$ cat src/slave_map_pkg.sv
// constants, types and address decode for the paged slave port mapper
package slave_map_pkg;

  localparam logic [4:0]  CHIP_FIXED  = 5'h0e;
  localparam logic [15:0] REG_BASE    = 16'hf000;
  localparam logic [15:0] REG_TOP     = 16'hfbff;
  localparam logic [15:0] PAGE_REG    = 16'hf899;
  localparam logic [15:0] PROG_BASE   = 16'hc000;
  localparam logic [15:0] PROG_HALF   = 16'h3000;
  localparam logic [15:0] DATA0_BASE  = 16'h0000;
  localparam logic [15:0] DATA0_HALF  = 16'h5000;
  localparam logic [15:0] DATA1_BASE  = 16'h6000;
  localparam logic [15:0] DATA1_HALF  = 16'h5000;
  localparam logic [2:0]  MEM_BYTES   = 3'h4;
  localparam logic [2:0]  REG_BYTES   = 3'h2;
  localparam logic [3:0]  BYTE_BITS   = 4'h8;
  localparam logic [1:0]  IDX_SUB_LO  = 2'h1;
  localparam logic [1:0]  IDX_DATA    = 2'h2;

  typedef enum logic [2:0] {
    TGT_NONE  = 3'h0,
    TGT_PROG  = 3'h1,
    TGT_DATA0 = 3'h2,
    TGT_DATA1 = 3'h3,
    TGT_REG   = 3'h4
  } target_t;

  typedef enum logic [2:0] {
    ST_IDLE    = 3'b000,
    ST_DEVADDR = 3'b001,
    ST_ACK     = 3'b011,
    ST_RX      = 3'b010,
    ST_TX      = 3'b110,
    ST_MACK    = 3'b111
  } state_t;

  typedef struct packed {
    target_t     target;
    logic [15:0] addr;
    logic        valid;
  } map_t;

  typedef struct packed {
    target_t     target;
    logic [15:0] addr;
    logic [31:0] wdata;
    logic        wr;
    logic        rd;
  } core_req_t;

  // a smaller variant only shrinks the *_HALF constants; bases stay put
  function automatic map_t map_addr(input logic [15:0] sub, input logic page);
    map_t m;
    m = '{target: TGT_NONE, addr: 16'h0000, valid: 1'b0};
    if (sub >= REG_BASE && sub <= REG_TOP) begin
      m = '{target: TGT_REG, addr: sub, valid: 1'b1};
    end else if (sub >= PROG_BASE && sub - PROG_BASE < PROG_HALF) begin
      m = '{target: TGT_PROG, addr: sub - PROG_BASE + (page ? PROG_HALF : 16'h0000), valid: 1'b1};
    end else if (sub >= DATA1_BASE && sub - DATA1_BASE < DATA1_HALF) begin
      m = '{target: TGT_DATA1, addr: sub - DATA1_BASE + (page ? DATA1_HALF : 16'h0000),
            valid: 1'b1};
    end else if (sub - DATA0_BASE < DATA0_HALF) begin
      m = '{target: TGT_DATA0, addr: sub - DATA0_BASE + (page ? DATA0_HALF : 16'h0000),
            valid: 1'b1};
    end
    return m;
  endfunction

  function automatic logic [2:0] word_bytes(input target_t t);
    return (t == TGT_REG) ? REG_BYTES : MEM_BYTES;
  endfunction

endpackage

$ cat src/paged_slave_port_address_mapper.sv
// two-wire slave front end and paged address mapper onto the core buses
`timescale 1ns/100ps
`default_nettype none
module paged_slave_port_address_mapper
  import slave_map_pkg::*;
(
  input  wire logic        REF_CLK,
  input  wire logic        RST_N,
  input  wire logic        SCL_PIN,
  input  wire logic        SDA_IN,
  output logic             SDA_OUT,
  output logic             SDA_OE_N,
  input  wire logic        ADDRESS_STRAP_LOW,
  input  wire logic        ADDRESS_STRAP_HIGH,
  output core_req_t        CORE_REQ,
  input  wire logic [31:0] PROGRAM_STORE_RDATA,
  input  wire logic [31:0] FIRST_DATA_STORE_RDATA,
  input  wire logic [31:0] SECOND_DATA_STORE_RDATA,
  input  wire logic [15:0] REG_RDATA,
  output logic             UPPER_PAGE_SELECT
);

  logic        scl_meta, scl_sync, scl_prev;
  logic        sda_meta, sda_sync, sda_prev;
  logic        strap_low_meta, strap_low;
  logic        strap_high_meta, strap_high;
  state_t      state;
  logic [3:0]  bit_cnt;
  logic [7:0]  shift;
  logic        rw;
  logic [1:0]  byte_idx;
  logic [15:0] sub;
  logic [2:0]  word_byte;
  logic [31:0] word_buf;
  logic [31:0] rd_word;
  logic [1:0]  rd_stage;
  target_t     rd_tgt;
  logic        rd_page;
  logic        upper_page_select;
  logic        scl_rise, scl_fall, start_cond, stop_cond;
  map_t        cur_map;
  map_t        new_map;
  logic [2:0]  cur_bytes;
  logic [15:0] next_sub;

  // pins sampled by two flops; the slow serial clock leaves ample margin
  always_ff @(posedge REF_CLK or negedge RST_N) begin
    if (!RST_N) begin
      scl_meta <= 1'b1;
      scl_sync <= 1'b1;
      scl_prev <= 1'b1;
      sda_meta <= 1'b1;
      sda_sync <= 1'b1;
      sda_prev <= 1'b1;
    end else begin
      scl_meta <= SCL_PIN;
      scl_sync <= scl_meta;
      scl_prev <= scl_sync;
      sda_meta <= SDA_IN;
      sda_sync <= sda_meta;
      sda_prev <= sda_sync;
    end
  end

  // straps are wired fixed, so a plain synchroniser is enough
  always_ff @(posedge REF_CLK or negedge RST_N) begin
    if (!RST_N) begin
      strap_low_meta  <= 1'b0;
      strap_low       <= 1'b0;
      strap_high_meta <= 1'b0;
      strap_high      <= 1'b0;
    end else begin
      strap_low_meta  <= ADDRESS_STRAP_LOW;
      strap_low       <= strap_low_meta;
      strap_high_meta <= ADDRESS_STRAP_HIGH;
      strap_high      <= strap_high_meta;
    end
  end

  assign scl_rise   = scl_sync & ~scl_prev;
  assign scl_fall   = ~scl_sync & scl_prev;
  assign start_cond = scl_sync & scl_prev & sda_prev & ~sda_sync;
  assign stop_cond  = scl_sync & scl_prev & ~sda_prev & sda_sync;

  assign cur_map   = map_addr(sub, upper_page_select);
  assign new_map   = map_addr({sub[15:8], shift}, upper_page_select);
  assign cur_bytes = word_bytes(cur_map.target);
  assign next_sub  = sub + 16'h0001;

  // open drain: only ever pulls low, and only in answer to the master
  assign SDA_OUT           = 1'b0;
  assign UPPER_PAGE_SELECT = upper_page_select;

  always_ff @(posedge REF_CLK or negedge RST_N) begin
    if (!RST_N) begin
      state             <= ST_IDLE;
      bit_cnt           <= 4'h0;
      shift             <= 8'h00;
      rw                <= 1'b0;
      byte_idx          <= 2'h0;
      sub               <= 16'h0000;
      word_byte         <= 3'h0;
      word_buf          <= 32'h0000_0000;
      rd_word           <= 32'h0000_0000;
      rd_stage          <= 2'h0;
      rd_tgt            <= TGT_NONE;
      rd_page           <= 1'b0;
      upper_page_select <= 1'b0;
      SDA_OE_N          <= 1'b1;
      CORE_REQ          <= '0;
    end else begin
      CORE_REQ.wr <= 1'b0;
      CORE_REQ.rd <= 1'b0;
      rd_stage    <= {rd_stage[0], 1'b0};
      if (rd_stage[1]) begin
        case (rd_tgt)
          TGT_PROG:  rd_word <= PROGRAM_STORE_RDATA;
          TGT_DATA0: rd_word <= FIRST_DATA_STORE_RDATA;
          TGT_DATA1: rd_word <= SECOND_DATA_STORE_RDATA;
          TGT_REG:   rd_word <= rd_page ? {15'h0000, upper_page_select, 16'h0000}
                                        : {REG_RDATA, 16'h0000};
          default:   rd_word <= 32'h0000_0000;
        endcase
      end
      if (start_cond) begin
        state     <= ST_DEVADDR;
        bit_cnt   <= 4'h0;
        byte_idx  <= 2'h0;
        word_byte <= 3'h0;
        SDA_OE_N  <= 1'b1;
      end else if (stop_cond) begin
        state    <= ST_IDLE;
        SDA_OE_N <= 1'b1;
      end else begin
        case (state)
          ST_IDLE: begin
            SDA_OE_N <= 1'b1;
          end
          ST_DEVADDR: begin
            if (scl_rise) begin
              shift   <= {shift[6:0], sda_sync};
              bit_cnt <= bit_cnt + 4'h1;
            end else if (scl_fall && bit_cnt == BYTE_BITS) begin
              bit_cnt <= 4'h0;
              if (shift[7:1] == {CHIP_FIXED, strap_high, strap_low}) begin
                rw       <= shift[0];
                SDA_OE_N <= 1'b0;
                state    <= ST_ACK;
              end else begin
                state <= ST_IDLE;
              end
            end
          end
          ST_ACK: begin
            if (scl_rise && rw && word_byte == 3'h0) begin
              CORE_REQ.target <= cur_map.target;
              CORE_REQ.addr   <= cur_map.addr;
              CORE_REQ.rd     <= cur_map.valid && sub != PAGE_REG;
              rd_tgt          <= cur_map.target;
              rd_page         <= sub == PAGE_REG;
              rd_stage        <= 2'h1;
            end else if (scl_fall) begin
              bit_cnt <= 4'h0;
              if (rw) begin
                SDA_OE_N <= rd_word[31];
                rd_word  <= {rd_word[30:0], 1'b0};
                bit_cnt  <= 4'h1;
                state    <= ST_TX;
              end else begin
                SDA_OE_N <= 1'b1;
                state    <= ST_RX;
              end
            end
          end
          ST_RX: begin
            if (scl_rise) begin
              shift   <= {shift[6:0], sda_sync};
              bit_cnt <= bit_cnt + 4'h1;
            end else if (scl_fall && bit_cnt == BYTE_BITS) begin
              bit_cnt  <= 4'h0;
              SDA_OE_N <= 1'b0;
              state    <= ST_ACK;
              if (byte_idx == 2'h0) begin
                sub[15:8] <= shift;
                byte_idx  <= IDX_SUB_LO;
              end else if (byte_idx == IDX_SUB_LO) begin
                if (new_map.valid) begin
                  sub[7:0] <= shift;
                  byte_idx <= IDX_DATA;
                end else begin
                  SDA_OE_N <= 1'b1;
                  state    <= ST_IDLE;
                end
              end else begin
                word_buf <= {word_buf[23:0], shift};
                if (word_byte == cur_bytes - 3'h1) begin
                  word_byte       <= 3'h0;
                  sub             <= next_sub;
                  CORE_REQ.target <= cur_map.target;
                  CORE_REQ.addr   <= cur_map.addr;
                  CORE_REQ.wdata  <= (cur_map.target == TGT_REG)
                                     ? {16'h0000, word_buf[7:0], shift}
                                     : {word_buf[23:0], shift};
                  CORE_REQ.wr     <= cur_map.valid;
                  if (sub == PAGE_REG) begin
                    upper_page_select <= shift[0];
                  end
                end else begin
                  word_byte <= word_byte + 3'h1;
                end
              end
            end
          end
          ST_TX: begin
            if (scl_fall) begin
              if (bit_cnt == BYTE_BITS) begin
                SDA_OE_N <= 1'b1;
                state    <= ST_MACK;
                if (word_byte == cur_bytes - 3'h1) begin
                  word_byte <= 3'h0;
                  sub       <= next_sub;
                end else begin
                  word_byte <= word_byte + 3'h1;
                end
              end else begin
                SDA_OE_N <= rd_word[31];
                rd_word  <= {rd_word[30:0], 1'b0};
                bit_cnt  <= bit_cnt + 4'h1;
              end
            end
          end
          ST_MACK: begin
            if (scl_rise) begin
              if (sda_sync) begin
                state <= ST_IDLE;
              end else if (word_byte == 3'h0) begin
                CORE_REQ.target <= cur_map.target;
                CORE_REQ.addr   <= cur_map.addr;
                CORE_REQ.rd     <= cur_map.valid && sub != PAGE_REG;
                rd_tgt          <= cur_map.target;
                rd_page         <= sub == PAGE_REG;
                rd_stage        <= 2'h1;
              end
            end else if (scl_fall) begin
              SDA_OE_N <= rd_word[31];
              rd_word  <= {rd_word[30:0], 1'b0};
              bit_cnt  <= 4'h1;
              state    <= ST_TX;
            end
          end
          default: begin
            state    <= ST_IDLE;
            SDA_OE_N <= 1'b1;
          end
        endcase
      end
    end
  end

  a_map_steer: assert property (@(posedge REF_CLK) disable iff (!RST_N)
    CORE_REQ.wr && CORE_REQ.target inside {TGT_PROG, TGT_DATA0, TGT_DATA1}
    |-> $past(upper_page_select) == (CORE_REQ.addr >=
        ((CORE_REQ.target == TGT_PROG)  ? PROG_HALF  :
         (CORE_REQ.target == TGT_DATA0) ? DATA0_HALF : DATA1_HALF)))
    else $error("write address not steered by page select");

  a_reg_unpaged: assert property (@(posedge REF_CLK) disable iff (!RST_N)
    CORE_REQ.wr && CORE_REQ.target == TGT_REG |-> CORE_REQ.addr == $past(sub))
    else $error("register window address altered");

  a_data1_lower: assert property (@(posedge REF_CLK) disable iff (!RST_N)
    CORE_REQ.wr && CORE_REQ.target == TGT_DATA1 && !$past(upper_page_select)
    |-> CORE_REQ.addr == $past(sub) - DATA1_BASE)
    else $error("second data lower page address wrong");

  a_data1_upper: assert property (@(posedge REF_CLK) disable iff (!RST_N)
    CORE_REQ.wr && CORE_REQ.target == TGT_DATA1 && $past(upper_page_select)
    |-> CORE_REQ.addr == $past(sub) - DATA1_BASE + DATA1_HALF)
    else $error("second data upper page address wrong");

  a_prog_map: assert property (@(posedge REF_CLK) disable iff (!RST_N)
    CORE_REQ.wr && CORE_REQ.target == TGT_PROG |-> CORE_REQ.addr ==
    $past(sub) - PROG_BASE + ($past(upper_page_select) ? PROG_HALF : 16'h0000))
    else $error("program address wrong");

  a_data0_map: assert property (@(posedge REF_CLK) disable iff (!RST_N)
    CORE_REQ.wr && CORE_REQ.target == TGT_DATA0 |-> CORE_REQ.addr ==
    $past(sub) + ($past(upper_page_select) ? DATA0_HALF : 16'h0000))
    else $error("first data address wrong");

  a_idle_quiet: assert property (@(posedge REF_CLK) disable iff (!RST_N)
    state == ST_IDLE && $past(state) == ST_IDLE |-> SDA_OE_N)
    else $error("line driven while idle");

  a_chip_match: assert property (@(posedge REF_CLK) disable iff (!RST_N)
    state == ST_ACK && $past(state) == ST_DEVADDR
    |-> $past(shift[7:1]) == {CHIP_FIXED, strap_high, strap_low} && !SDA_OE_N)
    else $error("acknowledged a foreign chip address");

  a_dir_bit: assert property (@(posedge REF_CLK) disable iff (!RST_N)
    state == ST_ACK && $past(state) == ST_DEVADDR |-> rw == $past(shift[0]))
    else $error("direction bit misread");

  a_bad_sub: assert property (@(posedge REF_CLK) disable iff (!RST_N)
    $past(state) == ST_RX && state == ST_IDLE |-> SDA_OE_N)
    else $error("acknowledge on rejected subaddress");

  a_sub_step: assert property (@(posedge REF_CLK) disable iff (!RST_N)
    CORE_REQ.wr |-> sub == $past(sub) + 16'h0001)
    else $error("subaddress did not advance by one");

  a_unmapped: assert property (@(posedge REF_CLK) disable iff (!RST_N)
    CORE_REQ.wr || CORE_REQ.rd |-> CORE_REQ.target != TGT_NONE)
    else $error("access issued to unmapped address");

endmodule
`default_nettype wire

$ cat config.mk
export PLATFORM = sky130hd
export DESIGN_NAME = paged_slave_port_address_mapper
export DESIGN_NICKNAME = d
export VERILOG_FILES = /design/src/slave_map_pkg.sv /design/src/paged_slave_port_address_mapper.sv
export SDC_FILE = /design/constraint.sdc
export NUM_CORES = 1
export LEC_CHECK = 0
export ABC_AREA = 1
export CORE_MARGIN = 2
export CORE_UTILIZATION = 55
export DETAILED_ROUTE_END_ITERATION = 10
export DONT_BUFFER_PORTS = 1
export PLACE_DENSITY = 0.72
export SYNTH_ARGS = -nofsm -noshare
export SYNTH_HDL_FRONTEND = slang
export SYNTH_SLANG_ARGS = --single-unit
export TNS_END_PERCENT = 20
$ cat constraint.sdc
create_clock -name REF_CLK -period 5.7 [get_ports REF_CLK]
set_input_delay 0 -clock REF_CLK [delete_from_list [all_inputs] [get_ports REF_CLK]]
set_output_delay 0 -clock REF_CLK [all_outputs]
set_load 0.005 [all_outputs]
Word level (Yosys, flattened, before mapping)
Index checks and enable logic that the tools add are counted.
{ "word_totals": {"register_bits": 164, "in_bits": 118, "out_inout_bits": 56, "wordCells": 303} }
{ "classes": {"addsub": 11, "n_lt_le_gt_ge": 14, "eq_ne": 57, "n_mux": 138, "bitwise_logic": 16, "reduce_logical": 37} }
{ "op_table": {"columns": ["cell", "count"], "rows": [
  ["$mux 32", 12],
  ["$mux 52", 5],
  ["$mux 19", 7],
  ["$pmux 32 s4", 1],
  ["$pmux 32 s3", 1],
  ["$mux 3", 28],
  ["$mux 16", 5],
  ["$ge 16x16->1 const B", 4],
  ["$lt 16x15->1 const B", 4],
  ["$pmux 19 s3", 1],
  ["$ne 4x4->1 const B", 11],
  ["$ne 3x3->1 const B", 14],
  ["$mux 2", 20],
  ["$mux 4", 10],
  ["$mux 8", 5],
  ["$add 16x16->16", 2],
  ["$ge 16x15->1 const B", 2],
  ["$le 16x16->1 const B", 2],
  ["$lt 16x14->1 const B", 2],
  ["$pmux 16 s2", 1],
  ["$sub 16x15->16 const B", 2],
  ["$sub 16x16->16 const B", 2],
  ["$mux 1", 31],
  ["$reduce_and 9->1", 3],
  ["43 further kinds", 98]
]} }

Longest topological paths before layout
Gate-level depths: netlist (run 1).
{ "logic_depth": {"depth_word": 18, "ltp_mapped": 14, "depth_no_buf": 14} }

Worst setup path before layout (run 1)
OpenSTA, ideal clock, no wires.
{ "synth_path": {"path_kind": "flip-flop to flip-flop", "startpoint": "register scl_sync", "endpoint": "register CORE_REQ[46] (netlist name)", "setup_ns": 0.123, "t_arrival_ns": 1.809, "required_ns": 5.577, "path_slack_ns": 3.768, "stages_incl_launch_ff": 11, "path_buffers": 2, "synth_period_minus_slack_ns": 1.932, "cell_sequence": "dfstp_2 > ha_1 > buf_4 > clkinv_1 > o21ai_0 > nand4_1 > nor2_1 > nand2_2 > buf_6 > nand2_1 > o21ai_2"} }
{ "synth_between": {"elab_chain_len": 5, "elab_cells_between_ends": 18, "classes_between": "eq/ne: 4; bitwise: 10; reduce/logical: 4"} }
{ "synth_rtl": {"columns": ["item", "line", "text"], "rows": [
  ["start, declared", "paged_slave_port_address_mapper.sv:23", "logic scl_meta, scl_sync, scl_prev;"],
  ["start signal, assigned", "paged_slave_port_address_mapper.sv:57", "scl_sync <= scl_meta;"],
  ["$and 1x1->1, or another cell as far along", "paged_slave_port_address_mapper.sv:80", "assign scl_rise = scl_sync & ~scl_prev;"],
  ["$logic_and 1x1->1, or another cell as far along (2 in series)", "paged_slave_port_address_mapper.sv:155", "if (scl_rise && rw && word_byte == 3'h0) begin"],
  ["$ne 2x2->1 (no source line) or $not 1->1 (tied branches)", null, null],
  ["$reduce_and 12->1 (no source line) (*)", null, null],
  ["end, declared", "paged_slave_port_address_mapper.sv:15", "output core_req_t CORE_REQ,"]
]} }
Mark *: on every way between the ends. The rest lies on a longest branch, timed or not.
A chain may end at the register's enable or synchronous reset.

Final worst setup path (run 1)
{ "layout_path": {"startpoint": "register sub[14]", "endpoint": "register CORE_REQ[51] (netlist name)"} }
{ "layout_between": {"elab_chain_len": 12, "elab_cells_between_ends": 32, "classes_between": "add/sub: 3; order compare: 7; eq/ne: 3; mux: 15; reduce/logical: 4"} }
{ "layout_rtl": {"columns": ["item", "line", "text"], "rows": [
  ["start, declared", "paged_slave_port_address_mapper.sv:32", "logic [15:0] sub;"],
  ["start signal, assigned", "paged_slave_port_address_mapper.sv:184", "sub[15:8] <= shift;"],
  ["start signal, assigned", "paged_slave_port_address_mapper.sv:198", "sub <= next_sub;"],
  ["start signal, assigned", "paged_slave_port_address_mapper.sv:221", "sub <= next_sub;"],
  ["$sub 16x15->16", "slave_map_pkg.sv:59", "end else if (sub >= DATA1_BASE && sub - DATA1_BASE < DATA1_HALF) begin"],
  ["$lt 16x15->1", "slave_map_pkg.sv:59", null],
  ["$logic_and 1x1->1", "slave_map_pkg.sv:59", null],
  ["$mux 19", "slave_map_pkg.sv:59", null],
  ["$mux 19", "slave_map_pkg.sv:57", "end else if (sub >= PROG_BASE && sub - PROG_BASE < PROG_HALF) begin"],
  ["$mux 20 (*)", "slave_map_pkg.sv:55", "if (sub >= REG_BASE && sub <= REG_TOP) begin"],
  ["$eq 3x3->1 or $mux 52 (tied branches)", "slave_map_pkg.sv:70, paged_slave_port_address_mapper.sv:196", null],
  ["$mux 3 or $mux 52 (tied branches)", "slave_map_pkg.sv:70, paged_slave_port_address_mapper.sv:186", null],
  ["$sub 3x1->3 or $mux 52 (tied branches)", "paged_slave_port_address_mapper.sv:196, paged_slave_port_address_mapper.sv:183", null],
  ["$eq 3x3->1 or $mux 52 (tied branches)", "paged_slave_port_address_mapper.sv:196, paged_slave_port_address_mapper.sv:179", null],
  ["$ne 2x2->1 (no source line) or $mux 52 (tied branches)", null, null],
  ["$reduce_and 12->1 (no source line) or $pmux 19 s3 (tied branches)", null, null]
]} }
Mark *: on every way between the ends. The rest lies on a longest branch, timed or not. The select of a mux whose other input is x is not followed.

==> results of run 1 <==
cell usage in the layout (no fill, tap or decap), types with 7 or more instances in the layout:
cell type	Yosys	final
a21oi_1	17	17
clkbuf_16	0	17
dfrtp_1	157	157
dfstp_2	7	7
dlygate4sd3_1	0	67
ha_1	20	20
inv_1	103	103
nand2_1	455	455
nand3_1	70	70
nand4_1	41	41
nor2_1	55	53
nor2_2	8	10
nor3_1	15	13
o211ai_1	18	18
o21ai_0	107	107
o21ai_1	38	38
o21ai_2	14	14
xor2_1	8	8
timing repair:
| item | in CTS | in global routing |
|---|---|---|
| endpoints found under the hold margin | 199 | 0 |
| hold buffers | 68 | 0 |
| setup endpoints to repair | 0 | 0 |
worst min-delay path, delay by kind of cell:
kind | cells | cell delay, ns
AO/OA/AOI/OAI | 2 | 0.28
AND/OR/NAND/NOR | 2 | 0.13
final timing paths:
check	slack, ns	endpoint	startpoint	cells after the start
setup / recovery	2.56	CORE_REQ[51]	sub[14]	11
hold / removal	0.02	rd_word[16]	FIRST_DATA_STORE_RDATA[16]	4
setup reg to reg	2.56	CORE_REQ[51]	sub[14]	11
hold reg to reg	0.35	strap_high	strap_high_meta	0
max in group asynchronous	4.82	byte_idx[1]	RST_N	2
min in group asynchronous	0.21	CORE_REQ[30]	RST_N	2
through the flow:
step	util	setup slack, ns	cell area, µm²	hold WS, ns	cells
2_1_floorplan	-	3.77	9100	-0.296	1221
3_3_place_gp	0.560	2.59	9150	-0.290	1394
3_5_place_dp	0.560	2.58	9150	-0.290	1394
4_1_cts	0.639	2.56	10500	0.0119	1494
5_1_grt	0.639	2.14	10500	0.0276	1494
6_report	0.639	2.56	10500	0.0213	1494
per-layer routing:
metal  track usage  up-vias
li1              -     4052
met1         0.380     3880
met2         0.456      314
met3        0.0506       70
met4         0.154        0
met5             0        -
final cells by class:
type                            instances  area share
Inverter                              111      0.0406
Timing Repair Buffer                   70      0.0682
Sequential cell                       164       0.393
Clock buffer                           17      0.0407
Clock inverter                         15      0.0171
Multi-Input combinational cell        897       0.414
Tap cell                              220      0.0263
registers in the layout, indices dropped and copies added (netlist names), 2 cells and up:
register and cells:
byte_idx 2, word_byte 3, rd_word 32, shift 8, rd_stage 2, rd_tgt 3
bit_cnt 4, sub 16, word_buf 24, CORE_REQ 53, state 3
logic make-up after synthesis:
kind of cell / Yosys count / synth area share
compound gates: 200 / 0.122
xor+xnor: 11 / 0.0106
fa+ha+maj: 21 / 0.0297
buf+inv: 160 / 0.0744
flops: 164 / 0.452
other cells: 1 / 0.000412
simple gates: 664 / 0.311
power breakdown:
| group | leakage, nW | switching [W] | internal [W] | total [W] |
|---|---|---|---|---|
| Sequential | 2.09 | 0.0000229 | 0.00119 | 0.00121 |
| Clock | 0.295 | 0.000554 | 0.000595 | 0.00115 |
| Combinational | 2.34 | 0.000124 | 0.0000537 | 0.000177 |
| Total | 4.72 | 0.000701 | 0.00184 | 0.00254 |
==> flow_summary_export.csv, run 1 <==
group,metric,value,unit
logic_synthesis,synthArstFlopShare,1.00,
clock_tree,post_cts_buffers,0,
logic_synthesis,syn_inst,1221,
sta,maxSlewHeadroom,0.101,
logic_synthesis,synth_common_cells,"nand2_1, dfrtp_1, o21ai_0, inv_1, nand3_1",
routing,routed-wl-met3,1550,µm
placement,hpwlAfterDp,16800,µm
sta,worstMarginPinSlew,1.35,ns
sta,setup_tns,0,ns
routing,met2_length,11500,µm
routing,routed.top_layer,"met4",
die,die_w,133,µm
critical_path,slowest_delay,0.56,ns
routing,ant_nets,0,
logic_synthesis,yosysTopAreaCell,"dfrtp_1",
die,die_h,133,µm
flow_run,maxCapViolations,0,
sta,finalSetupViolations,0,
clock_tree,clock-root-buffer,"clkbuf_16",
clock_tree,cts_made_buffers,17,
grt,antenna_found_initial,0,
logic_synthesis,synth.distinct_cells,42,
logic_synthesis,synth_area_leaders,"dfrtp_1, nand2_1, o21ai_0, inv_1, nand3_1",
die,coreArea,16300,µm²
logic_synthesis,synth_warnings,0,
power_and_ir_drop,power.total,0.00254,W
sta,rsz0062_at_grt,"false",
critical_path,path_cells,"ha_1, inv_1, nor2_2, nand2_1, nand2_1, nand3_4, o21ai_1, nand2_2, inv_1, nand2_1, nand2_1",
critical_path,path_buf_inv,2,
routing,wl_per_cell,16.6,µm
routing,drt_iter0_drc,707,
layout,antennaDiodeCount,0,
critical_path,critPathTopFamily,"simple AND/OR/NAND/NOR gates",
power_and_ir_drop,power-per-cell-area,243,nW/µm²
critical_path,path_max_fanout,34,
grt,grt_pass1_wl,40600,µm
routing,vias,8316,
logic_synthesis,syn_avg_cell_area,7.45,µm²
logic_synthesis,post-synth-top-count-cell,"nand2_1",
layout,n_fill_cell,1403,
critical_path,slowest_stage,"dfrtp_1",
sta,fin_crit_sh,0.552,
grt,grt_pass1_vias,7941,
sta,fmax,318,MHz
die,ios,174,
grt,overflow,0,
sta,maxSlewViolCount,0,
grt,grt_util_all_layers,0.288,
power_and_ir_drop,leakage,4.72,nW
clock_tree,clockBufferDepth,2,
routing,wl,24700,µm
clock_tree,cts.clk_slew.worst_paths,0.07,ns
die,initial_core_util,0.557,
power_and_ir_drop,peakVddDrop,0.000204,V
logic_synthesis,synth-edff-count,0,
critical_path,cp.arrival,3.51,ns
critical_path,critPathCaptureType,"register",
logic_synthesis,ys_seq_area_frac,0.452,
sta,period_needed,3.14,ns
routing,viasPerCell,5.57,
die,fp-row-count,47,
clock_tree,cts-resized-gates,0,
clock_tree,cts_max_level,4,
routing,first_pass_iters,5,
sta,hold_viol,0,
logic_synthesis,synth_top_cell_area_share,0.432,
die,dieArea,17600,µm²
placement,place.port_buffers,0,
worst_hold_path,min_path_type,"in2reg",
clock_tree,clk-insertion-delay-late,0.44,ns
routing,wl_met1,10600,µm
critical_path,startpoint_type,"register",
routing,drc_errors,0,
critical_path,path_common_cell,"nand2_1",
status,outcome,"completed",
layout,area_growth,14.9,%
layout,finalNetCount,1400,
placement,gp_congestion,0.968,
clock_tree,cts.sinks,164,
critical_path,critPathKind,"reg2reg",
logic_synthesis,synth_area,9100,µm²
grt,grt_start_max_net_pins,165,
logic_synthesis,dominantRegCellSynth,"dfrtp_1",
layout,multi_input_area,4320,µm²
layout,drive_gt1_frac,0.0683,
logic_synthesis,synth_nets,1360,
critical_path,critical_path_required,6.07,ns
layout,seqCellArea,4110,µm²
sta,clock_skew,0.0112,ns
logic_synthesis,yosys_register_bits,164,
clock_tree,cts_tree,"built",
Note: power is estimated with default switching activity, not from simulation.
==> inputs of run 2 (changes only) <==
--- a/config.mk
+++ b/config.mk
@@ -10,7 +10,7 @@
 export CORE_UTILIZATION = 55
 export DETAILED_ROUTE_END_ITERATION = 10
 export DONT_BUFFER_PORTS = 1
-export PLACE_DENSITY = 0.72
+export PLACE_DENSITY = 0.75
 export SYNTH_ARGS = -nofsm -noshare
 export SYNTH_HDL_FRONTEND = slang
 export SYNTH_SLANG_ARGS = --single-unit
==> constraint.sdc (replaced) <==
create_clock -name REF_CLK -period 2.5 [get_ports REF_CLK]
set_input_delay 0 -clock REF_CLK [delete_from_list [all_inputs] [get_ports REF_CLK]]
set_output_delay 0 -clock REF_CLK [all_outputs]
set_load 0.005 [all_outputs]
==> flow_summary_export.csv, run 2 (synthesized netlist as in run 1, its figures left out) <==
group,metric,value,unit
die,die_h,133,µm
power_and_ir_drop,power.share.clock,0.462,
critical_path,r2r_slack,0.15,ns
layout,reg.largest.list,"CORE_REQ: 53 flops, rd_word: 32 flops, word_buf: 24 flops",
grt,grt_pass1_vias,7797,
sta,setup_tns,0,ns
flow_run,maxCapViolations,0,
routing,wl_per_cell,16.3,µm
clock_tree,cts.sinks,164,
clock_tree,post_cts_buffers,0,
sta,finalSetupViolations,0,
placement,hpwlAfterDp,17000,µm
clock_tree,cts_tree,"built",
layout,utilization,0.651,
status,violations,"hold timing",
critical_path,path_max_fanout,13,
grt,grt_pass1_wl,40700,µm
power_and_ir_drop,p_seq_frac,0.477,
grt,overflow,0,
sta,fin_crit_sh,0.939,
critical_path,critPathCaptureType,"register",
power_and_ir_drop,power-per-cell-area,544,nW/µm²
placement,place.port_buffers,0,
critical_path,startpoint_type,"register",
layout,drive_gt1_frac,0.0871,
sta,worstMarginPinSlew,0.783,ns
sta,hold_ws,-0.747,ns
clock_tree,cts_made_buffers,17,
sta,clock_skew,0.0188,ns
power_and_ir_drop,swShare,0.248,
grt,grt_start_max_net_pins,165,
die,initial_core_util,0.557,
clock_tree,clock-root-buffer,"clkbuf_16",
worst_hold_path,min_path_type,"in2async",
critical_path,reg2reg_from,"rd_tgt[2]",
critical_path,cp.arrival,2.69,ns
clock_tree,clockBufferDepth,2,
routing,ant_nets,0,
layout,largest_register_ffs,53,
layout,n_fill_cell,1357,
clock_tree,holdBufCountCts,66,
sta,maxSlewViolCount,0,
grt,grt_util_all_layers,0.290,
layout,area_growth,16.9,%
routing,wl,24800,µm
sta,rsz0062_at_grt,"false",
die,dieArea,17600,µm²
power_and_ir_drop,leakage,4.82,nW
status,outcome,"finished, violations left",
power_and_ir_drop,power.total,0.00579,W
power_and_ir_drop,p_sw,0.00143,W
critical_path,critical_path_required,2.85,ns
clock_tree,clk-insertion-delay-late,0.44,ns
routing,viasPerCell,5.58,
power_and_ir_drop,p_int,0.00436,W
critical_path,critPathKind,"reg2reg",
routing,drc_errors,0,
die,die_w,133,µm
routing,drt_iter0_drc,902,
power_and_ir_drop,peakVddDrop,0.000478,V
clock_tree,cts.clk_slew.worst_paths,0.07,ns
sta,fmax,426,MHz
layout,layout_commonest_cell,"nand2_1",
sta,hold_viol,164,
layout,final_cell_mix,"nand2_1, dfrtp_1, o21ai_0",
layout,regMostFlops,"CORE_REQ",
critical_path,r2r_cells,9,
routing,first_pass_iters,6,
clock_tree,cts_max_level,4,
power_and_ir_drop,pwr-share-comb,0.061,
die,ios,174,
grt,antenna_found_initial,1,
die,coreArea,16300,µm²
sta,maxSlewHeadroom,0.478,
placement,gp_congestion,0.967,
die,fp-row-count,47,
critical_path,r2r-end,"rd_word[14]",
layout,finalNetCount,1424,
sta,period_needed,2.35,ns
routing,vias,8477,
-- run 2: worst max path at each step --
stage	startpoint	endpoint	depth (start not counted)
2_1_floorplan	scl_sync	CORE_REQ[46]	10
6_report	rd_tgt[2]	rd_word[14]	9
3_3_place_gp	scl_sync	CORE_REQ[36]	9
5_1_grt	rd_tgt[2]	rd_word[14]	9
3_5_place_dp	scl_sync	CORE_REQ[35]	9
4_1_cts	scl_sync	CORE_REQ[35]	9
-- run 2: area by class of cell --
class / instances / area [µm²] / area share
inverter: 111 / 424 / 0.0399
tap: 220 / 275 / 0.0259
multi-input combinational: 897 / 4330 / 0.407
timing repair buffer: 94 / 896 / 0.0842
antenna: 1 / 2.50 / 0.000235
clock inverter: 14 / 163 / 0.0153
clock buffer: 18 / 439 / 0.0413
sequential: 164 / 4110 / 0.387
-- run 2: critical path: stages, from the launching register on --
cell and delay, ns:
dfrtp_1 0.42, inv_1 0.10, nand2_1 0.09, nor2_2 0.24, buf_4 0.26, nand2_1 0.11
nand4_1 0.19, dlygate4sd3_1 0.59, o21ai_0 0.08, o21ai_0 0.18
-- run 2: metrics by stage --
step | hold WS [ns] | worst slack [ns] | cell area, µm² | instances
after global routing | -0.762 | 0.0278 | 10600 | 1519
final | -0.747 | 0.154 | 10600 | 1519
after CTS | -0.757 | 0.209 | 10600 | 1518
after global placement | -0.289 | 0.290 | 9370 | 1420
after floorplan | -0.296 | 0.568 | 9100 | 1221
after detailed placement | -0.289 | 0.213 | 9370 | 1420
-- run 2: power by group through the flow --
stage | Combinational, W | Clock [W] | Sequential (W)
2_1_floorplan | 0.000217 | 0 | 0.00280
3_3_place_gp | 0.000299 | 0 | 0.00281
3_5_place_dp | 0.000300 | 0 | 0.00281
4_1_cts | 0.000346 | 0.00272 | 0.00276
5_1_grt | 0.000387 | 0.00283 | 0.00277
6_report | 0.000351 | 0.00268 | 0.00276
-- run 2: per-layer routing --
layer	vias up	share of wire	global-route usage	wire length (µm)
met2	367	0.47	0.454	11600
met4	0	0.029	0.122	723
li1	4103	-	-	-
met5	-	0	0	0
met1	3948	0.43	0.393	10700
met3	59	0.072	0.0628	1790
-- run 2: repair_timing --
action                                 CTS  global route
endpoints found under the hold margin  199           164
resized for setup                        0             1
setup endpoints to repair                0            17
